File: config.mk
export PLATFORM = sky130hd
export DESIGN_NAME = fdc_track_and_timing_cmds
export DESIGN_NICKNAME = d
export VERILOG_FILES = /design/src/include/fdc_cmd_pkg.sv /design/src/design/tick_gen.sv /design/src/design/delay_timer.sv /design/src/design/fdc_track_and_timing_cmds.sv
export SDC_FILE = /design/constraint.sdc
export NUM_CORES = 1
export LEC_CHECK = 0
export BUFFER_PORTS_ARGS = -buffer_cell sky130_fd_sc_hd__buf_2
export CAP_MARGIN = 5
export CORE_ASPECT_RATIO = 2
export CORE_UTILIZATION = 60
export DETAILED_ROUTE_END_ITERATION = 12
export PLACE_DENSITY = 0.89
export SYNTH_ARGS = -nofsm -noshare
export SYNTH_HDL_FRONTEND = slang
export SYNTH_SLANG_ARGS = --single-unit
File: constraint.sdc
create_clock -name core_clk -period 6.88 [get_ports core_clk]
set_clock_uncertainty 0.05 [all_clocks]
set_input_delay 1.376 -clock core_clk [delete_from_list [all_inputs] [get_ports core_clk]]
set_output_delay 1.376 -clock core_clk [all_outputs]
set_load 0.02 [all_outputs]
File: src/include/fdc_cmd_pkg.sv
// shared constants and types for the track access and drive timing commands
package fdc_cmd_pkg;

    // command byte layout
    localparam logic [7:0] OP_TRACK_MASK = 8'hbf;
    localparam logic [7:0] OP_TRACK = 8'h21;
    localparam logic [7:0] OP_SPECIFY = 8'h03;
    localparam int WRITE_SEL_BIT = 6;
    localparam int HI_SEL_BIT = 2;
    localparam int STEP_HI = 7;
    localparam int STEP_LO = 4;
    localparam int POST_HI = 3;
    localparam int POST_LO = 0;
    localparam int PRE_HI = 7;
    localparam int PRE_LO = 1;
    localparam int DMA_BIT = 0;

    // factor value that a zero field stands for
    localparam logic [7:0] POST_ZERO_AS = 8'h10;
    localparam logic [7:0] PRE_ZERO_AS = 8'h80;
    localparam logic [7:0] STEP_BASE = 8'h10;

    localparam int DRIVES = 4;
    localparam logic [7:0] TRACK_RESET = 8'h00;
    localparam logic [7:0] NO_TRACK_BYTE = 8'h00;

    // timebase: one tick is 1/6 ms, the common divisor of every table entry
    localparam int CLK_HZ = 125000000;
    localparam int TICK_HZ = 6000;
    localparam int TICK_CYCLES = CLK_HZ / TICK_HZ;
    localparam int DELAY_W = 17;

    // step interval per unit of (16 - code), in ticks
    localparam logic [12:0] STEP_1M = 13'h0003;
    localparam logic [12:0] STEP_500K = 13'h0006;
    localparam logic [12:0] STEP_300K = 13'h000a;
    localparam logic [12:0] STEP_250K = 13'h000c;
    // post-processing constants in ticks: group 0 then group 1
    localparam logic [12:0] POST0_1M = 13'h0030;
    localparam logic [12:0] POST0_500K = 13'h0060;
    localparam logic [12:0] POST0_300K = 13'h00a0;
    localparam logic [12:0] POST0_250K = 13'h00c0;
    localparam logic [12:0] POST1_1M = 13'h0c00;
    localparam logic [12:0] POST1_500K = 13'h0c00;
    localparam logic [12:0] POST1_300K = 13'h1400;
    localparam logic [12:0] POST1_250K = 13'h1800;
    // pre-processing constants in ticks
    localparam logic [12:0] PRE0_1M = 13'h0006;
    localparam logic [12:0] PRE0_500K = 13'h0006;
    localparam logic [12:0] PRE0_300K = 13'h0014;
    localparam logic [12:0] PRE0_250K = 13'h0018;
    localparam logic [12:0] PRE1_1M = 13'h00c0;
    localparam logic [12:0] PRE1_500K = 13'h00c0;
    localparam logic [12:0] PRE1_300K = 13'h0140;
    localparam logic [12:0] PRE1_250K = 13'h0180;

    typedef enum logic [1:0] {
        RATE_500K = 2'h0,
        RATE_300K = 2'h1,
        RATE_250K = 2'h2,
        RATE_1M = 2'h3
    } rate_t;

    typedef enum logic [1:0] {
        ST_IDLE = 2'h0,
        ST_ARG1 = 2'h1,
        ST_ARG2 = 2'h3,
        ST_RESULT = 2'h2
    } cmd_state_t;

    typedef struct packed {
        logic [3:0] stepRateCode;
        logic [3:0] postFactor;
        logic [6:0] preFactor;
        logic nonDma;
    } timing_t;

    typedef struct packed {
        rate_t dataRate;
        logic motorTimerGroup;
        logic extendedTrackRange;
        logic fourDrives;
        logic swap02;
    } mode_cfg_t;

endpackage

File: src/design/tick_gen.sv
// free-running timebase that pulses once per timer unit
`timescale 1ns/1ps
module tick_gen #(
    parameter int CYCLES = fdc_cmd_pkg::TICK_CYCLES
) (
    input wire logic core_clk,
    input wire logic arst_n,
    output logic tick
);
    localparam int CW = $clog2(CYCLES + 1);
    localparam logic [CW-1:0] LAST = CW'(CYCLES - 1);

    logic [CW-1:0] count_r;

    always_ff @(posedge core_clk or negedge arst_n) begin
        if (!arst_n) begin
            count_r <= '0;
        end else if (count_r == LAST) begin
            count_r <= '0;
        end else begin
            count_r <= count_r + 1'b1;
        end
    end

    always_ff @(posedge core_clk or negedge arst_n) begin
        if (!arst_n) begin
            tick <= 1'b0;
        end else begin
            tick <= (count_r == LAST);
        end
    end
endmodule

File: src/design/delay_timer.sv
// reloadable down-counter of timebase ticks with a one-cycle done pulse
`timescale 1ns/1ps
module delay_timer #(
    parameter int W = fdc_cmd_pkg::DELAY_W
) (
    input wire logic core_clk,
    input wire logic arst_n,
    input wire logic start,
    input wire logic [W-1:0] loadValue,
    input wire logic tick,
    output logic busy,
    output logic done
);
    logic [W-1:0] count_r;

    // restart wins over a running count so each use reloads fresh
    always_ff @(posedge core_clk or negedge arst_n) begin
        if (!arst_n) begin
            count_r <= '0;
            busy <= 1'b0;
        end else if (start) begin
            count_r <= loadValue;
            busy <= (loadValue != '0);
        end else if (busy && tick) begin
            count_r <= count_r - 1'b1;
            busy <= (count_r != W'(1));
        end
    end

    always_ff @(posedge core_clk or negedge arst_n) begin
        if (!arst_n) begin
            done <= 1'b0;
        end else begin
            done <= (!start && busy && tick && count_r == W'(1)) ||
                    (start && loadValue == '0);
        end
    end
endmodule

File: src/design/fdc_track_and_timing_cmds.sv
// track-number access and drive timing setup commands with their delay timers
//
// Summary of operation
// - first byte bit 6 chooses reading or overwriting the stored track byte.
// - on a read the third byte is a dummy; stored byte is returned.
// - on a write the third byte replaces the selected track byte.
// - exactly one result byte, equal to the byte read or written, or zero for an absent drive.
// - second byte bit 2 with the drive bits picks drive and track byte.
// - bit 2 low picks the low track byte, high picks the high byte.
// - drive code 00/01 always valid; 10 and 11 depend on drive configuration.
// - timing setup ends without interrupt and without result bytes.
// - timing parameters start undefined and no reset alters them.
// - step code is bits 7-4 of setup byte two, spacing step pulses.
// - step interval is (16 - code) scaled by the data rate.
// - post delay factor is bits 3-0 of byte two; zero means 16.
// - post delay constants depend on data rate and motor timer group.
// - pre delay factor comes from byte three; zero means 128.
// - pre delay constants depend on data rate and motor timer group.
// - motor timer group bit selects the constant set for both delays.
// - byte three bit 0 selects DMA (0) or non-DMA (1) transfers.
`timescale 1ns/1ps
module fdc_track_and_timing_cmds #(
    parameter int TICK_CYCLES = fdc_cmd_pkg::TICK_CYCLES
) (
    input wire logic core_clk,
    input wire logic arst_n,
    input wire logic cmdValid,
    input wire logic [7:0] cmdByte,
    output logic cmdReady,
    output logic resValid,
    output logic [7:0] resByte,
    input wire logic resReady,
    input wire fdc_cmd_pkg::mode_cfg_t modeCfg,
    output fdc_cmd_pkg::timing_t timing,
    output logic [fdc_cmd_pkg::DRIVES-1:0][11:0] presentTrack,
    output logic driveSelErr,
    output logic specifyDone,
    input wire logic stepStart,
    output logic stepDue,
    output logic stepBusy,
    input wire logic motorSelStart,
    output logic preDelayDone,
    output logic preDelayBusy,
    input wire logic cmdEndStart,
    output logic postDelayDone,
    output logic postDelayBusy
);
    localparam int DW = fdc_cmd_pkg::DELAY_W;

    fdc_cmd_pkg::cmd_state_t state_r;
    fdc_cmd_pkg::cmd_state_t state_nxt;
    logic opTrack_r;
    logic writeTrack_r;
    logic [7:0] arg1_r;
    logic [7:0] trackMem_r [fdc_cmd_pkg::DRIVES][2];
    fdc_cmd_pkg::timing_t timing_r;
    logic tick;
    logic [DW-1:0] stepLoad;
    logic [DW-1:0] preLoad;
    logic [DW-1:0] postLoad;
    logic takeOp;
    logic takeArg1;
    logic takeArg2;
    logic [1:0] selDrive;
    logic selHigh;
    logic selValid;
    logic trackLast;
    logic setupLast;
    logic [7:0] stepSpan;
    logic [7:0] postFactorEff;
    logic [7:0] preFactorEff;

    function automatic logic isTrackOp(input logic [7:0] b);
        return (b & fdc_cmd_pkg::OP_TRACK_MASK) == fdc_cmd_pkg::OP_TRACK;
    endfunction

    // which drive codes name a drive present in this configuration
    function automatic logic driveValid(input logic [1:0] code,
                                        input fdc_cmd_pkg::mode_cfg_t cfg);
        logic ok;
        ok = 1'b0;
        if (code == 2'h0 || code == 2'h1) begin
            ok = 1'b1;
        end else if (code == 2'h2) begin
            ok = cfg.fourDrives || cfg.swap02;
        end else begin
            ok = cfg.fourDrives;
        end
        return ok;
    endfunction

    // unit constants are ticks of 1/6 ms, so the 300K entries stay whole
    function automatic logic [12:0] stepUnit(input fdc_cmd_pkg::rate_t r);
        logic [12:0] u;
        u = fdc_cmd_pkg::STEP_500K;
        case (r)
            fdc_cmd_pkg::RATE_1M: u = fdc_cmd_pkg::STEP_1M;
            fdc_cmd_pkg::RATE_300K: u = fdc_cmd_pkg::STEP_300K;
            fdc_cmd_pkg::RATE_250K: u = fdc_cmd_pkg::STEP_250K;
            default: u = fdc_cmd_pkg::STEP_500K;
        endcase
        return u;
    endfunction

    function automatic logic [12:0] postUnit(input fdc_cmd_pkg::rate_t r,
                                             input logic grp);
        logic [12:0] u;
        u = fdc_cmd_pkg::POST0_500K;
        case (r)
            fdc_cmd_pkg::RATE_1M: u = grp ? fdc_cmd_pkg::POST1_1M : fdc_cmd_pkg::POST0_1M;
            fdc_cmd_pkg::RATE_300K: u = grp ? fdc_cmd_pkg::POST1_300K : fdc_cmd_pkg::POST0_300K;
            fdc_cmd_pkg::RATE_250K: u = grp ? fdc_cmd_pkg::POST1_250K : fdc_cmd_pkg::POST0_250K;
            default: u = grp ? fdc_cmd_pkg::POST1_500K : fdc_cmd_pkg::POST0_500K;
        endcase
        return u;
    endfunction

    function automatic logic [12:0] preUnit(input fdc_cmd_pkg::rate_t r,
                                            input logic grp);
        logic [12:0] u;
        u = fdc_cmd_pkg::PRE0_500K;
        case (r)
            fdc_cmd_pkg::RATE_1M: u = grp ? fdc_cmd_pkg::PRE1_1M : fdc_cmd_pkg::PRE0_1M;
            fdc_cmd_pkg::RATE_300K: u = grp ? fdc_cmd_pkg::PRE1_300K : fdc_cmd_pkg::PRE0_300K;
            fdc_cmd_pkg::RATE_250K: u = grp ? fdc_cmd_pkg::PRE1_250K : fdc_cmd_pkg::PRE0_250K;
            default: u = grp ? fdc_cmd_pkg::PRE1_500K : fdc_cmd_pkg::PRE0_500K;
        endcase
        return u;
    endfunction

    function automatic logic [DW-1:0] scaleDelay(input logic [12:0] unit,
                                                 input logic [7:0] factor);
        logic [20:0] prod;
        prod = {8'h00, unit} * {13'h0000, factor};
        return prod[DW-1:0];
    endfunction

    // a zero factor field stands for the largest factor
    function automatic logic [7:0] zeroAs(input logic [7:0] f, input logic [7:0] sub);
        return (f == 8'h00) ? sub : f;
    endfunction

    assign takeOp = cmdValid && state_r == fdc_cmd_pkg::ST_IDLE;
    assign takeArg1 = cmdValid && state_r == fdc_cmd_pkg::ST_ARG1;
    assign takeArg2 = cmdValid && state_r == fdc_cmd_pkg::ST_ARG2;
    assign cmdReady = state_r != fdc_cmd_pkg::ST_RESULT;
    assign resValid = state_r == fdc_cmd_pkg::ST_RESULT;
    // the final byte of each command is where it takes effect; setup's step and post fields load at byte two
    assign trackLast = takeArg2 && opTrack_r;
    assign setupLast = takeArg2 && !opTrack_r;

    assign selDrive = arg1_r[1:0];
    assign selHigh = arg1_r[fdc_cmd_pkg::HI_SEL_BIT];
    assign selValid = driveValid(selDrive, modeCfg);

    always_comb begin
        state_nxt = state_r;
        case (state_r)
            fdc_cmd_pkg::ST_IDLE: begin
                if (takeOp && (isTrackOp(cmdByte) || cmdByte == fdc_cmd_pkg::OP_SPECIFY)) begin
                    state_nxt = fdc_cmd_pkg::ST_ARG1;
                end
            end
            fdc_cmd_pkg::ST_ARG1: begin
                if (takeArg1) begin
                    state_nxt = fdc_cmd_pkg::ST_ARG2;
                end
            end
            fdc_cmd_pkg::ST_ARG2: begin
                if (takeArg2) begin
                    // timing setup has no result phase and raises nothing
                    state_nxt = opTrack_r ? fdc_cmd_pkg::ST_RESULT
                                          : fdc_cmd_pkg::ST_IDLE;
                end
            end
            default: begin
                if (resReady) begin
                    state_nxt = fdc_cmd_pkg::ST_IDLE;
                end
            end
        endcase
    end

    always_ff @(posedge core_clk or negedge arst_n) begin
        if (!arst_n) begin
            state_r <= fdc_cmd_pkg::ST_IDLE;
        end else begin
            state_r <= state_nxt;
        end
    end

    // opcode capture
    always_ff @(posedge core_clk or negedge arst_n) begin
        if (!arst_n) begin
            opTrack_r <= 1'b0;
            writeTrack_r <= 1'b0;
        end else if (takeOp) begin
            opTrack_r <= isTrackOp(cmdByte);
            writeTrack_r <= cmdByte[fdc_cmd_pkg::WRITE_SEL_BIT];
        end
    end

    always_ff @(posedge core_clk or negedge arst_n) begin
        if (!arst_n) begin
            arg1_r <= 8'h00;
        end else if (takeArg1) begin
            arg1_r <= cmdByte;
        end
    end

    // stored track bytes, low and high per drive
    always_ff @(posedge core_clk or negedge arst_n) begin
        if (!arst_n) begin
            for (int d = 0; d < fdc_cmd_pkg::DRIVES; d++) begin
                trackMem_r[d][0] <= fdc_cmd_pkg::TRACK_RESET;
                trackMem_r[d][1] <= fdc_cmd_pkg::TRACK_RESET;
            end
        end else if (trackLast && writeTrack_r && selValid) begin
            trackMem_r[selDrive][selHigh] <= cmdByte;
        end
    end

    // single result byte: the written value, the stored one on a read, or zero for an absent drive
    always_ff @(posedge core_clk or negedge arst_n) begin
        if (!arst_n) begin
            resByte <= 8'h00;
        end else if (trackLast) begin
            if (!selValid) begin
                resByte <= fdc_cmd_pkg::NO_TRACK_BYTE;
            end else if (writeTrack_r) begin
                resByte <= cmdByte;
            end else begin
                resByte <= trackMem_r[selDrive][selHigh];
            end
        end
    end

    // absent drive: nothing is stored and a zero byte is returned
    always_ff @(posedge core_clk or negedge arst_n) begin
        if (!arst_n) begin
            driveSelErr <= 1'b0;
        end else begin
            driveSelErr <= trackLast && !selValid;
        end
    end

    // no interrupt exists, so this pulse is the only sign that setup ended
    always_ff @(posedge core_clk or negedge arst_n) begin
        if (!arst_n) begin
            specifyDone <= 1'b0;
        end else begin
            specifyDone <= setupLast;
        end
    end

    // high nibble only counts with the 12-bit track range on
    always_ff @(posedge core_clk or negedge arst_n) begin
        if (!arst_n) begin
            presentTrack <= '0;
        end else begin
            for (int d = 0; d < fdc_cmd_pkg::DRIVES; d++) begin
                presentTrack[d] <= {modeCfg.extendedTrackRange ? trackMem_r[d][1][3:0] : 4'h0,
                                    trackMem_r[d][0]};
            end
        end
    end

    // deliberately outside reset: values survive any reset, undefined at power-up
    always_ff @(posedge core_clk) begin
        if (takeArg1 && !opTrack_r) begin
            timing_r.stepRateCode <= cmdByte[fdc_cmd_pkg::STEP_HI:fdc_cmd_pkg::STEP_LO];
            timing_r.postFactor <= cmdByte[fdc_cmd_pkg::POST_HI:fdc_cmd_pkg::POST_LO];
        end
        if (setupLast) begin
            timing_r.preFactor <= cmdByte[fdc_cmd_pkg::PRE_HI:fdc_cmd_pkg::PRE_LO];
            timing_r.nonDma <= cmdByte[fdc_cmd_pkg::DMA_BIT];
        end
    end

    assign timing = timing_r;

    assign stepSpan = fdc_cmd_pkg::STEP_BASE - {4'h0, timing_r.stepRateCode};
    assign postFactorEff = zeroAs({4'h0, timing_r.postFactor},
                                  fdc_cmd_pkg::POST_ZERO_AS);
    assign preFactorEff = zeroAs({1'b0, timing_r.preFactor},
                                 fdc_cmd_pkg::PRE_ZERO_AS);

    // loads follow the live rate and group, taken at each start
    always_comb begin
        stepLoad = scaleDelay(stepUnit(modeCfg.dataRate), stepSpan);
        postLoad = scaleDelay(postUnit(modeCfg.dataRate, modeCfg.motorTimerGroup),
                              postFactorEff);
        preLoad = scaleDelay(preUnit(modeCfg.dataRate, modeCfg.motorTimerGroup),
                             preFactorEff);
    end

    // one shared free-running timebase: a delay may end up to one tick early
    tick_gen #(
        .CYCLES(TICK_CYCLES)
    ) u_tick (
        .core_clk(core_clk),
        .arst_n(arst_n),
        .tick(tick)
    );

    delay_timer #(
        .W(DW)
    ) u_step (
        .core_clk(core_clk),
        .arst_n(arst_n),
        .start(stepStart),
        .loadValue(stepLoad),
        .tick(tick),
        .busy(stepBusy),
        .done(stepDue)
    );

    delay_timer #(
        .W(DW)
    ) u_pre (
        .core_clk(core_clk),
        .arst_n(arst_n),
        .start(motorSelStart),
        .loadValue(preLoad),
        .tick(tick),
        .busy(preDelayBusy),
        .done(preDelayDone)
    );

    delay_timer #(
        .W(DW)
    ) u_post (
        .core_clk(core_clk),
        .arst_n(arst_n),
        .start(cmdEndStart),
        .loadValue(postLoad),
        .tick(tick),
        .busy(postDelayBusy),
        .done(postDelayDone)
    );
endmodule

==> Yosys cells after proc, flatten, opt, wreduce, memory -nomap -nowiden <==
Index checks and enable logic that the tools add are counted.
{ "totals": {"reg_bits": 218, "input_bits": 21, "out_inout_bits": 82} }
{ "op_classes": {"addsub": 5, "multipliers": 3, "n_lt_le_gt_ge": 4, "eq_ne": 21, "mux": 50, "bitwise": 2, "reduce_logical": 53} }
{ "op_table": {"columns": ["operator", "count"], "rows": [
  ["$mux 17", 6],
  ["$bwmux 64", 1],
  ["$mux 8", 8],
  ["$eq 17x1->1 const B", 3],
  ["$logic_not 17->1", 3],
  ["$ne 17x1->1 const B", 3],
  ["$reduce_bool 17->1", 3],
  ["$sub 17x1->17 const B", 3],
  ["$mux 16", 3],
  ["$pmux 13 s3", 1],
  ["$mul 13x8->17", 2],
  ["$bmux 16 s2", 1],
  ["$demux 16 s2", 1],
  ["$logic_and 1x1->1", 27],
  ["$mux 13", 2],
  ["$mux 12", 2],
  ["$mux 9", 2],
  ["$pmux 9 s2", 1],
  ["$mul 13x5->17", 1],
  ["$mux 4", 4],
  ["$add 15x1->15 const B", 1],
  ["$eq 15x15->1 const B", 1],
  ["$mux 15", 1],
  ["$pmux 4 s3", 1],
  ["other kinds (26)", 57]
]} }

==> Depth between registers and ports, before layout <==
Gate-level depths: netlist of the first run.
{ "depth": {"word_depth": 9, "ltp_mapped": 22, "depth_no_buf": 21} }

==> Cells and area by module <==
From an unflattened synthesis of the first run, not the netlist that was laid out.
{ "unflattened": {"cells_unflattened": 1254, "hier_area_um2": 13531.7} }
{ "by_module_without_submodules": {"columns": ["module", "n_inst", "cells_per_inst", "area_per_inst_um2", "seq_area_each_um2"], "rows": [
  ["fdc_track_and_timing_cmds", 1, 810, 9397.8, 3708.6],
  ["delay_timer at u_post ...", 2, 122, 1111.1, 475.5],
  ["delay_timer at u_pre", 1, 122, 1091.0, 475.5],
  ["tick_gen", 1, 78, 820.8, 400.4]
]} }

==> Worst setup path after synthesis of the first run <==
No wires, ideal clock.
{ "synth_path": {"kind": "in2reg", "from": "in modeCfg[4] (netlist bit)", "to": "reg u_pre.busy", "t_arrival_ns": 6.240, "path_slack_ns": 0.464, "stages": 20, "n_path_buf": 1, "cell_sequence": "inv_1 -> ha_1 -> clkbuf_1 -> a21oi_1 -> nand2_1 -> fa_1 -> fa_1 -> inv_1 -> fa_1 -> inv_1 -> fa_1 -> inv_1 -> ha_1 -> a21o_1 -> a31o_2 -> a211oi_1 -> mux2i_1 -> nand4_1 -> o31ai_2 -> nor2_1"} }
{ "synth_between": {"elab_chain_cells": 5, "word_cells_on_any_way": 6} }
{ "synth_lines": {"columns": ["element", "line", "text"], "rows": [
  ["start: declaration", "fdc_track_and_timing_cmds.sv:33", "input wire fdc_cmd_pkg::mode_cfg_t modeCfg,"],
  ["$eq 2x2->1 or $eq 2x1->1 (tied branches)", "fdc_track_and_timing_cmds.sv:122", "case (r)"],
  ["$pmux 9 s2 (*)", "fdc_track_and_timing_cmds.sv:122", null],
  ["$mul 13x8->17 (*)", "fdc_track_and_timing_cmds.sv:134", "prod = {8'h00, unit} * {13'h0000, factor};"],
  ["$reduce_bool 17->1 (*)", "delay_timer.sv:23", "busy <= (loadValue != '0);"],
  ["$mux 1 (*)", "delay_timer.sv:21", "end else if (start) begin"],
  ["end signal: assignment", "delay_timer.sv:23", null],
  ["end signal: assignment", "delay_timer.sv:26", "busy <= (count_r != W'(1));"],
  ["end: declaration", "delay_timer.sv:11", "output logic busy,"]
]} }
Every way passes the cells marked *; elsewhere a longest branch is shown, timed or not.
A chain may end at the register's enable or synchronous reset.

==> Worst setup path in the final report of the first run <==
Same ends and word-level chain as after synthesis.

==> results of run 1 <==
-- cells in the mapped netlist, drive strengths merged, types with 19 or more instances --
master  count  area share
dfrtp     202        0.38
inv       104       0.029
ha        100       0.093
nand2      89       0.025
and2       85       0.040
nor2       75       0.021
mux2       69       0.058
o21ai      52       0.019
xnor2      52       0.034
fa         44       0.066
a21oi      38       0.014
clkbuf     35       0.010
xor2       30       0.020
nor3       23      0.0090
nor4       22       0.015
nand3      19      0.0071
-- per-stage QoR --
stage,power (W),cell area [um2]
after global routing,0.003292,14850
after detailed placement,0.002035,14180
after floorplan,0.001871,13410
final,0.003165,14850
after CTS,0.003181,14850
after global placement,0.002011,14180
-- metal layers --
layer  wire, um  share of wire  global-route usage  vias to the layer above
li1           -              -                   -                     4444
met1      10480           0.34              0.2793                     4767
met2      17630           0.57              0.5522                      291
met3       1249          0.040             0.03921                      103
met4       1645          0.053              0.1615                        0
met5          0              0                   0                        -
-- placed cells by master, fill, tap and decap left out, types with 8 or more instances in the layout --
cell type / count
nor2_1: 74
xor2_1: 30
or3_1: 10
buf_2: 101
nand4_1: 9
nor3b_1: 8
fa_1: 44
edfxtp_1: 16
a21o_1: 10
xnor2_1: 52
buf_4: 10
mux2i_1: 9
and2_1: 80
o21ai_0: 50
nor2b_1: 15
dfrtp_1: 202
nand2_1: 89
nand3_1: 19
clkbuf_16: 21
a22o_1: 9
nor4_1: 15
mux2_2: 69
nor3_1: 22
nand2b_1: 12
mux4_2: 16
ha_1: 100
a211oi_1: 8
inv_1: 104
a21oi_1: 38
-- worst reg2reg max path, cell delays in order, from the launching register on --
cell and delay [ps]:
edfxtp_1 560, nor4_1 530, nand3_1 180, fa_1 540, fa_1 550, inv_1 60, fa_1 520, inv_1 50
fa_1 520, inv_1 40, ha_1 340, a21o_1 200, a31o_2 270, a211oi_1 330, mux2i_1 320, nand4_1 140
o31ai_2 260, nor2_1 70
-- final cells by class --
cell class | instances | area, um2
Inverter | 104 | 390.4
Sequential cell | 218 | 5535
Multi-Input combinational cell | 877 | 7291
Timing Repair Buffer | 113 | 614.3
Tap cell | 276 | 345.3
Fill cell | 1610 | 7211
Clock inverter | 5 | 82.58
Clock buffer | 31 | 593.1
-- power by group through the flow --
stage | sequential, W | combinational (W) | clock [W]
5_1_grt | 0.00144 | 0.000649 | 0.00120
3_5_place_dp | 0.00146 | 0.000579 | 0
4_1_cts | 0.00143 | 0.000586 | 0.00116
2_1_floorplan | 0.00142 | 0.000450 | 0
3_3_place_gp | 0.00145 | 0.000560 | 0
6_report | 0.00144 | 0.000584 | 0.00115
-- registers in the layout, indices dropped and copies added (netlist names), 2 cells and up --
name	cells
trackMem_r	64
presentTrack	48
u_post.count_r	17
u_pre.count_r	17
u_step.count_r	17
timing	16
u_tick.count_r	15
resByte	8
arg1_r	3
state_r	2
-- worst max path at each step --
stage / startpoint / end / slack (ps)
floorplan: modeCfg[4] / u_pre.busy / 460
global placement: modeCfg[4] / u_pre.busy / 90
detailed placement: modeCfg[4] / u_pre.busy / -30
CTS: modeCfg[4] / u_pre.busy / 470
global route: modeCfg[4] / u_pre.busy / 150
finish: modeCfg[4] / u_pre.busy / 430
-- logic make-up (layout without fill, tap and decap cells) --
family / Yosys count / count (layout)
adder cells (fa/ha/maj): 144 / 144
buffers and inverters: 151 / 253
AO/OA/AOI/OAI: 159 / 159
XOR/XNOR: 82 / 82
flip-flops: 218 / 218
multiplexers: 94 / 94
AND/OR/NAND/NOR: 398 / 398
==> impl_results.md, run 1 <==
- Final period util: 0.9368
- Compound-gate portion of the synthesized area: 0.07677
- Placeable Area: 0.02206 mm2
- Post-CTS sizing: 0
- CTS root buffer: clkbuf_16
- Net Sw Power: 0.0009070 W
- Sequential cell area fraction in the yosys report: 0.4127
- All-Layer GR Usage: 0.2839
- Worst R2R Setup Slack: 1250 ps
- Number of global-route vias before repair: 10378
- Antenna violations before repair: 0
- Min-Delay Path Depth: 0
- Final Hold Viols: 0
- Max Cap Viol: 0
- Detailed placer's ending HPWL: 22.83 mm
- Warnings, synthesis: 0
- Clk network pwr share: 0.362
- Largest family of logic cells by synthesized area: simple AND/OR/NAND/NOR gates
- Measured slew at the worst slew-check pin: 1177 ps
- Post-CTS Hold Fix Bufs: 0
- Total Neg Setup Slack: 0 ps
- Post-synth cell types: 72
- Simple-gate share of the synthesized area: 0.1628
- Sw Share: 0.2866
- Die area: 0.02299 mm2
- Layout area overhead: 10.73%
- Post-Layout Cell Count: 1624
- FF-to-FF path depth: 17
- CP top delay family: adder cells
- PortBufs: 102
- Aggregate global routing overflow: 0
- H-tree Lvls: 1
- Synth async-reset ratio: 0.9266
- Num rows: 77
- Total number of vias: 9605
- Mapped Avg Cell Area: 10.76 um2
- Detailed Routing Iterations Pass 1: 5
- Pre-CTS WS: -29.73 ps
- GPL Wtd Cong: 0.9008
- Reg2reg end: u_pre.busy
- Register bit count reported by yosys: 218
- Worst-path cell chain: buf_2 > inv_1 > ha_1 > nor3b_1 > and2_1 > fa_1 > fa_1 > fa_1 > inv_1 > fa_1 > inv_1 > ha_1 > a21oi_1 > o21bai_1 > a211oi_1 > mux2i_1 > nand4_1 > o31ai_2 > nor2_1
- Share of post-route cells with drive strength above 1: 0.1892
- Run status: complete, no violations
- Max Clk Rate: 155.1 MHz
- Clock transition at the registers of the reported paths: 60 ps
- Hold Startpoint: trackMem_r[57]
- Post-Synth XOR/XNOR Area: 0.05354
- Cell internal pwr: 0.002258 W
- WHS: 350.7 ps
- Synth Cell Area: 0.01341 mm2
- First-pass GRT wire length: 50.20 mm
- Vias per cell: 5.914
- Fin util: 0.6732
- Crit path depth: 19
- Post-route ant nets: 0
- Total clock sinks: 218
- CTS max path bufs: 3
- Worst path max stage delay: 640 ps
- Hold crit path type: reg -> reg
- Worst Path Required: 7210 ps
- Reg-to-reg startpoint: timing[4]
- Ys flop type: dfrtp_1
- Multiplexer share of the synthesized area: 0.09151
- Pwr/cell area: 213.1 mW/mm2
- Die Wd: 107.7 um
- Max Slew Vio Count: 0
- # diodes: 0
- Clk_lat worst skew: 500 ps
- Total Wirelength: 31.01 mm
- DRC viols: 0
- RSZ-0062 raised after global routing: false
- CP most frequent cell: fa_1
- Leak pwr: 7.432 nW
- Setup violations, final: 0
- Min cycle time layout: 6445 ps
- Synthesized Nets: 1411
- Adder-cell area share of the yosys netlist: 0.1590
- Worst path arrival time: 6780 ps
- Setup WS post-layout: 434.5 ps
- IO Count: 103
- WHS Endpoint: presentTrack[1]
- Gate power share: 0.185
- Die Y-Extent: 213.4 um
- TritonCTS clock tree: built
- Slew headroom: 0.2090
- Largest net degree at the start of global routing: 165
- Synth Instances: 1246
- CP Max Fanout: 10
- Placed instance count: 1588
- TritonCTS Buffers: 20
- Setup crit end kind: register
- Sequential power share: 0.454
- Net count, final: 1499
- CP bufs+invs: 4
- Kind of critical path: in -> reg
- Setup bufs post-CTS: 0
- Slowest CP cell: nor3b_1
- Initial DRC Count: 407
- Initial Util: 0.6080
- Post-synth EDFFs: 16
- WL/cell: 19.09 um
- Max VDD drop: 0.0002334 V
- CP Launch Type: input pin
Note: power is estimated with default switching activity, not from simulation.
==> inputs of run 2 (changes only) <==
--- a/config.mk
+++ b/config.mk
@@ -10,6 +10,7 @@
 export CORE_ASPECT_RATIO = 2
 export CORE_UTILIZATION = 60
 export DETAILED_ROUTE_END_ITERATION = 12
+export GPL_TIMING_DRIVEN = 0
 export PLACE_DENSITY = 0.89
 export SYNTH_ARGS = -nofsm -noshare
 export SYNTH_HDL_FRONTEND = slang
==> run 2 against run 1 <==
Sequential power hardly changed. Register-to-register slack worse by 370 ps. Non-clock buffer count is 40 higher. Sequential share of layout area is 0.68 points lower. Power is 3.0% higher. Critical path type unchanged.
==> impl_results.md, run 2 (synthesis results as in run 1) <==
- Power, Total: 0.003260 W (was 0.003165 W)
- Min cycle time layout: 6772 ps (was 6445 ps)
- Setup WS post-layout: 108.2 ps (was 434.5 ps)
- Hold crit path type: reg -> reg (unchanged)
- Num rows: 77 (unchanged)
- Pwr/cell area: 215.5 mW/mm2 (was 213.1 mW/mm2)
- Kind of critical path: in -> reg (unchanged)
- Worst-path cell chain: buf_2 > inv_1 > ha_1 > clkbuf_4 > nor3b_4 > buf_4 > buf_4 > and2_1 > fa_1 > fa_1 > inv_1 > fa_1 > fa_1 > inv_1 > ha_1 > o21a_1 > a31o_2 > a211oi_1 > mux2i_2 > nand4_1 > o31ai_2 > nor2_1 (was buf_2 > inv_1 > ha_1 > nor3b_1 > and2_1 > fa_1 > fa_1 > fa_1 > inv_1 > fa_1 > inv_1 > ha_1 > a21oi_1 > o21bai_1 > a211oi_1 > mux2i_1 > nand4_1 > o31ai_2 > nor2_1)
- Metal3 WL: 1.533 mm (was 1.249 mm)
- Vias per cell: 6.061 (was 5.914)
- CP most frequent cell: fa_1 (unchanged)
- Largest reg by FF count: trackMem_r (unchanged)
- Total clock sinks: 218 (unchanged)
- Register area: 0.005535 mm2 (unchanged)
- Clock transition at the registers of the reported paths: 70 ps (was 60 ps)
- Setup crit end kind: register (unchanged)
- Max Slew Vio Count: 0 (unchanged)
- Share of post-route cells with drive strength above 1: 0.1974 (was 0.1892)
- Worst path arrival time: 7120 ps (was 6780 ps)
- Footprint of the multi-input gates: 0.007372 mm2 (was 0.007291 mm2)
- Final Hold Viols: 0 (unchanged)
- Most frequent cells in the layout: dfrtp_1 (202), buf_2 (108), inv_1 (104), ha_1 (100), nand2_1 (89) (was dfrtp_1 (202), inv_1 (104), buf_2 (101), ha_1 (100), nand2_1 (89))
- Fillers: 1478 (was 1610)
- CP Launch Type: input pin (unchanged)
- Leak pwr: 7.527 nW (was 7.432 nW)
- Top Metal Used: met4 (unchanged)
- CP Max Fanout: 10 (unchanged)
- Run status: complete, no violations (unchanged)
- IO Count: 103 (unchanged)
- Final period util: 0.9843 (was 0.9368)
- Antenna violations before repair: 0 (unchanged)
- Max reg flops: 64 (unchanged)
- Slew headroom: 0.1961 (was 0.2090)
- Post-route ant nets: 0 (unchanged)
- # diodes: 0 (unchanged)
- Initial DRC Count: 407 (unchanged)
- Detailed placer's ending HPWL: 23.97 mm (was 22.83 mm)
- Setup violations, final: 0 (unchanged)
- Pre-CTS WS: -851.6 ps (was -29.73 ps)
- CP top delay family: adder cells (unchanged)
- Max Cap Viol: 0 (unchanged)
- WL met2: 18.20 mm (was 17.63 mm)
- Worst path max stage delay: 560 ps (was 640 ps)
- Aggregate global routing overflow: 0 (unchanged)
- WL/cell: 19.78 um (was 19.09 um)
- Post-CTS Hold Fix Bufs: 0 (unchanged)
- Largest net degree at the start of global routing: 131 (was 165)
- H-tree Lvls: 1 (unchanged)
- Clk_lat worst skew: 520 ps (was 500 ps)
- All-Layer GR Usage: 0.2989 (was 0.2839)
- Max VDD drop: 0.0002411 V (was 0.0002334 V)
- Measured slew at the worst slew-check pin: 1196 ps (was 1177 ps)
- Metal-1 WL: 10.72 mm (was 10.48 mm)
- First-pass GRT wire length: 52.87 mm (was 50.20 mm)
- Initial Util: 0.6080 (unchanged)
- CTS root buffer: clkbuf_16 (unchanged)
- Total Wirelength: 32.91 mm (was 31.01 mm)
- Total number of vias: 10085 (was 9605)
- Most common cell after layout, fill and taps aside: dfrtp_1 (unchanged)
- Max Clk Rate: 147.7 MHz (was 155.1 MHz)
- Die Wd: 107.7 um (unchanged)
- WHS: 346.4 ps (was 350.7 ps)
- TritonCTS clock tree: built (unchanged)
- Die area: 0.02299 mm2 (unchanged)
- CTS max path bufs: 3 (unchanged)
- Die Y-Extent: 213.4 um (unchanged)
- Net count, final: 1539 (was 1499)
- PortBufs: 101 (was 102)
- Layout area overhead: 12.78% (was 10.73%)
- GPL Wtd Cong: 0.9583 (was 0.9008)
- Biggest regs: trackMem_r: 64 flops, presentTrack: 48 flops (unchanged)
- Slowest CP cell: fa_1 (was nor3b_1)
- Number of global-route vias before repair: 10888 (was 10378)
- TritonCTS Buffers: 20 (unchanged)
- CP bufs+invs: 7 (was 4)
- Worst Path Required: 7230 ps (was 7210 ps)
- Detailed Routing Iterations Pass 1: 5 (unchanged)
- DRC viols: 0 (unchanged)
- Placeable Area: 0.02206 mm2 (unchanged)
-- run 2: stage by stage --
step / instances / area (um2) / utilization / setup TNS (ps)
after floorplan: 1246 / 13410 / - / 0
after global placement: 1623 / 14260 / 0.6465 / -2269
after detailed placement: 1624 / 14300 / 0.6482 / -3065
after CTS: 1660 / 15030 / 0.6813 / 0
after global routing: 1664 / 15130 / 0.6856 / -27.77
final: 1664 / 15130 / 0.6856 / 0
-- run 2: worst paths after layout --
check | startpoint | endpoint | slack (ps) | cells after the start
setup / recovery | modeCfg[4] | u_pre.busy | 110 | 22
hold / removal | trackMem_r[45] | presentTrack[17] | 350 | 0
setup reg to reg | timing[5] | u_pre.busy | 880 | 18
hold reg to reg | trackMem_r[45] | presentTrack[17] | 350 | 0
max in group asynchronous | arst_n | presentTrack[30] | 4970 | 2
min in group asynchronous | arst_n | presentTrack[33] | 780 | 1
-- run 2: where the power goes --
group	total (W)	switching, W	internal (W)
clock network	0.00120	0.000513	0.000691
logic	0.000648	0.000402	0.000246
registers	0.00141	0.0000587	0.00135
-- run 2: cell type report --
cell class | instances | area share
plain buffers | 47 | 0.01323
clock buffers | 27 | 0.03904
clock inverters | 9 | 0.007940
inverters | 104 | 0.02581
multi-input cells | 877 | 0.4873
flip-flops and latches | 218 | 0.3659
well taps | 276 | 0.02283
repair buffers | 106 | 0.03788
-- run 2: what timing repair did --
item | 4_1_cts | 5_1_grt
gates resized for setup | 6 | 17
pin swaps | 0 | 2
endpoints found under the setup margin | 3 | 3
buffers inserted | 0 | 4
-- run 2: layer usage --
layer  vias to the layer above  GRT usage
met1                      5010     0.2852
met3                       146    0.04559
met2                       412     0.5663
li1                       4517          -
met5                         -          0
met4                         0     0.2154
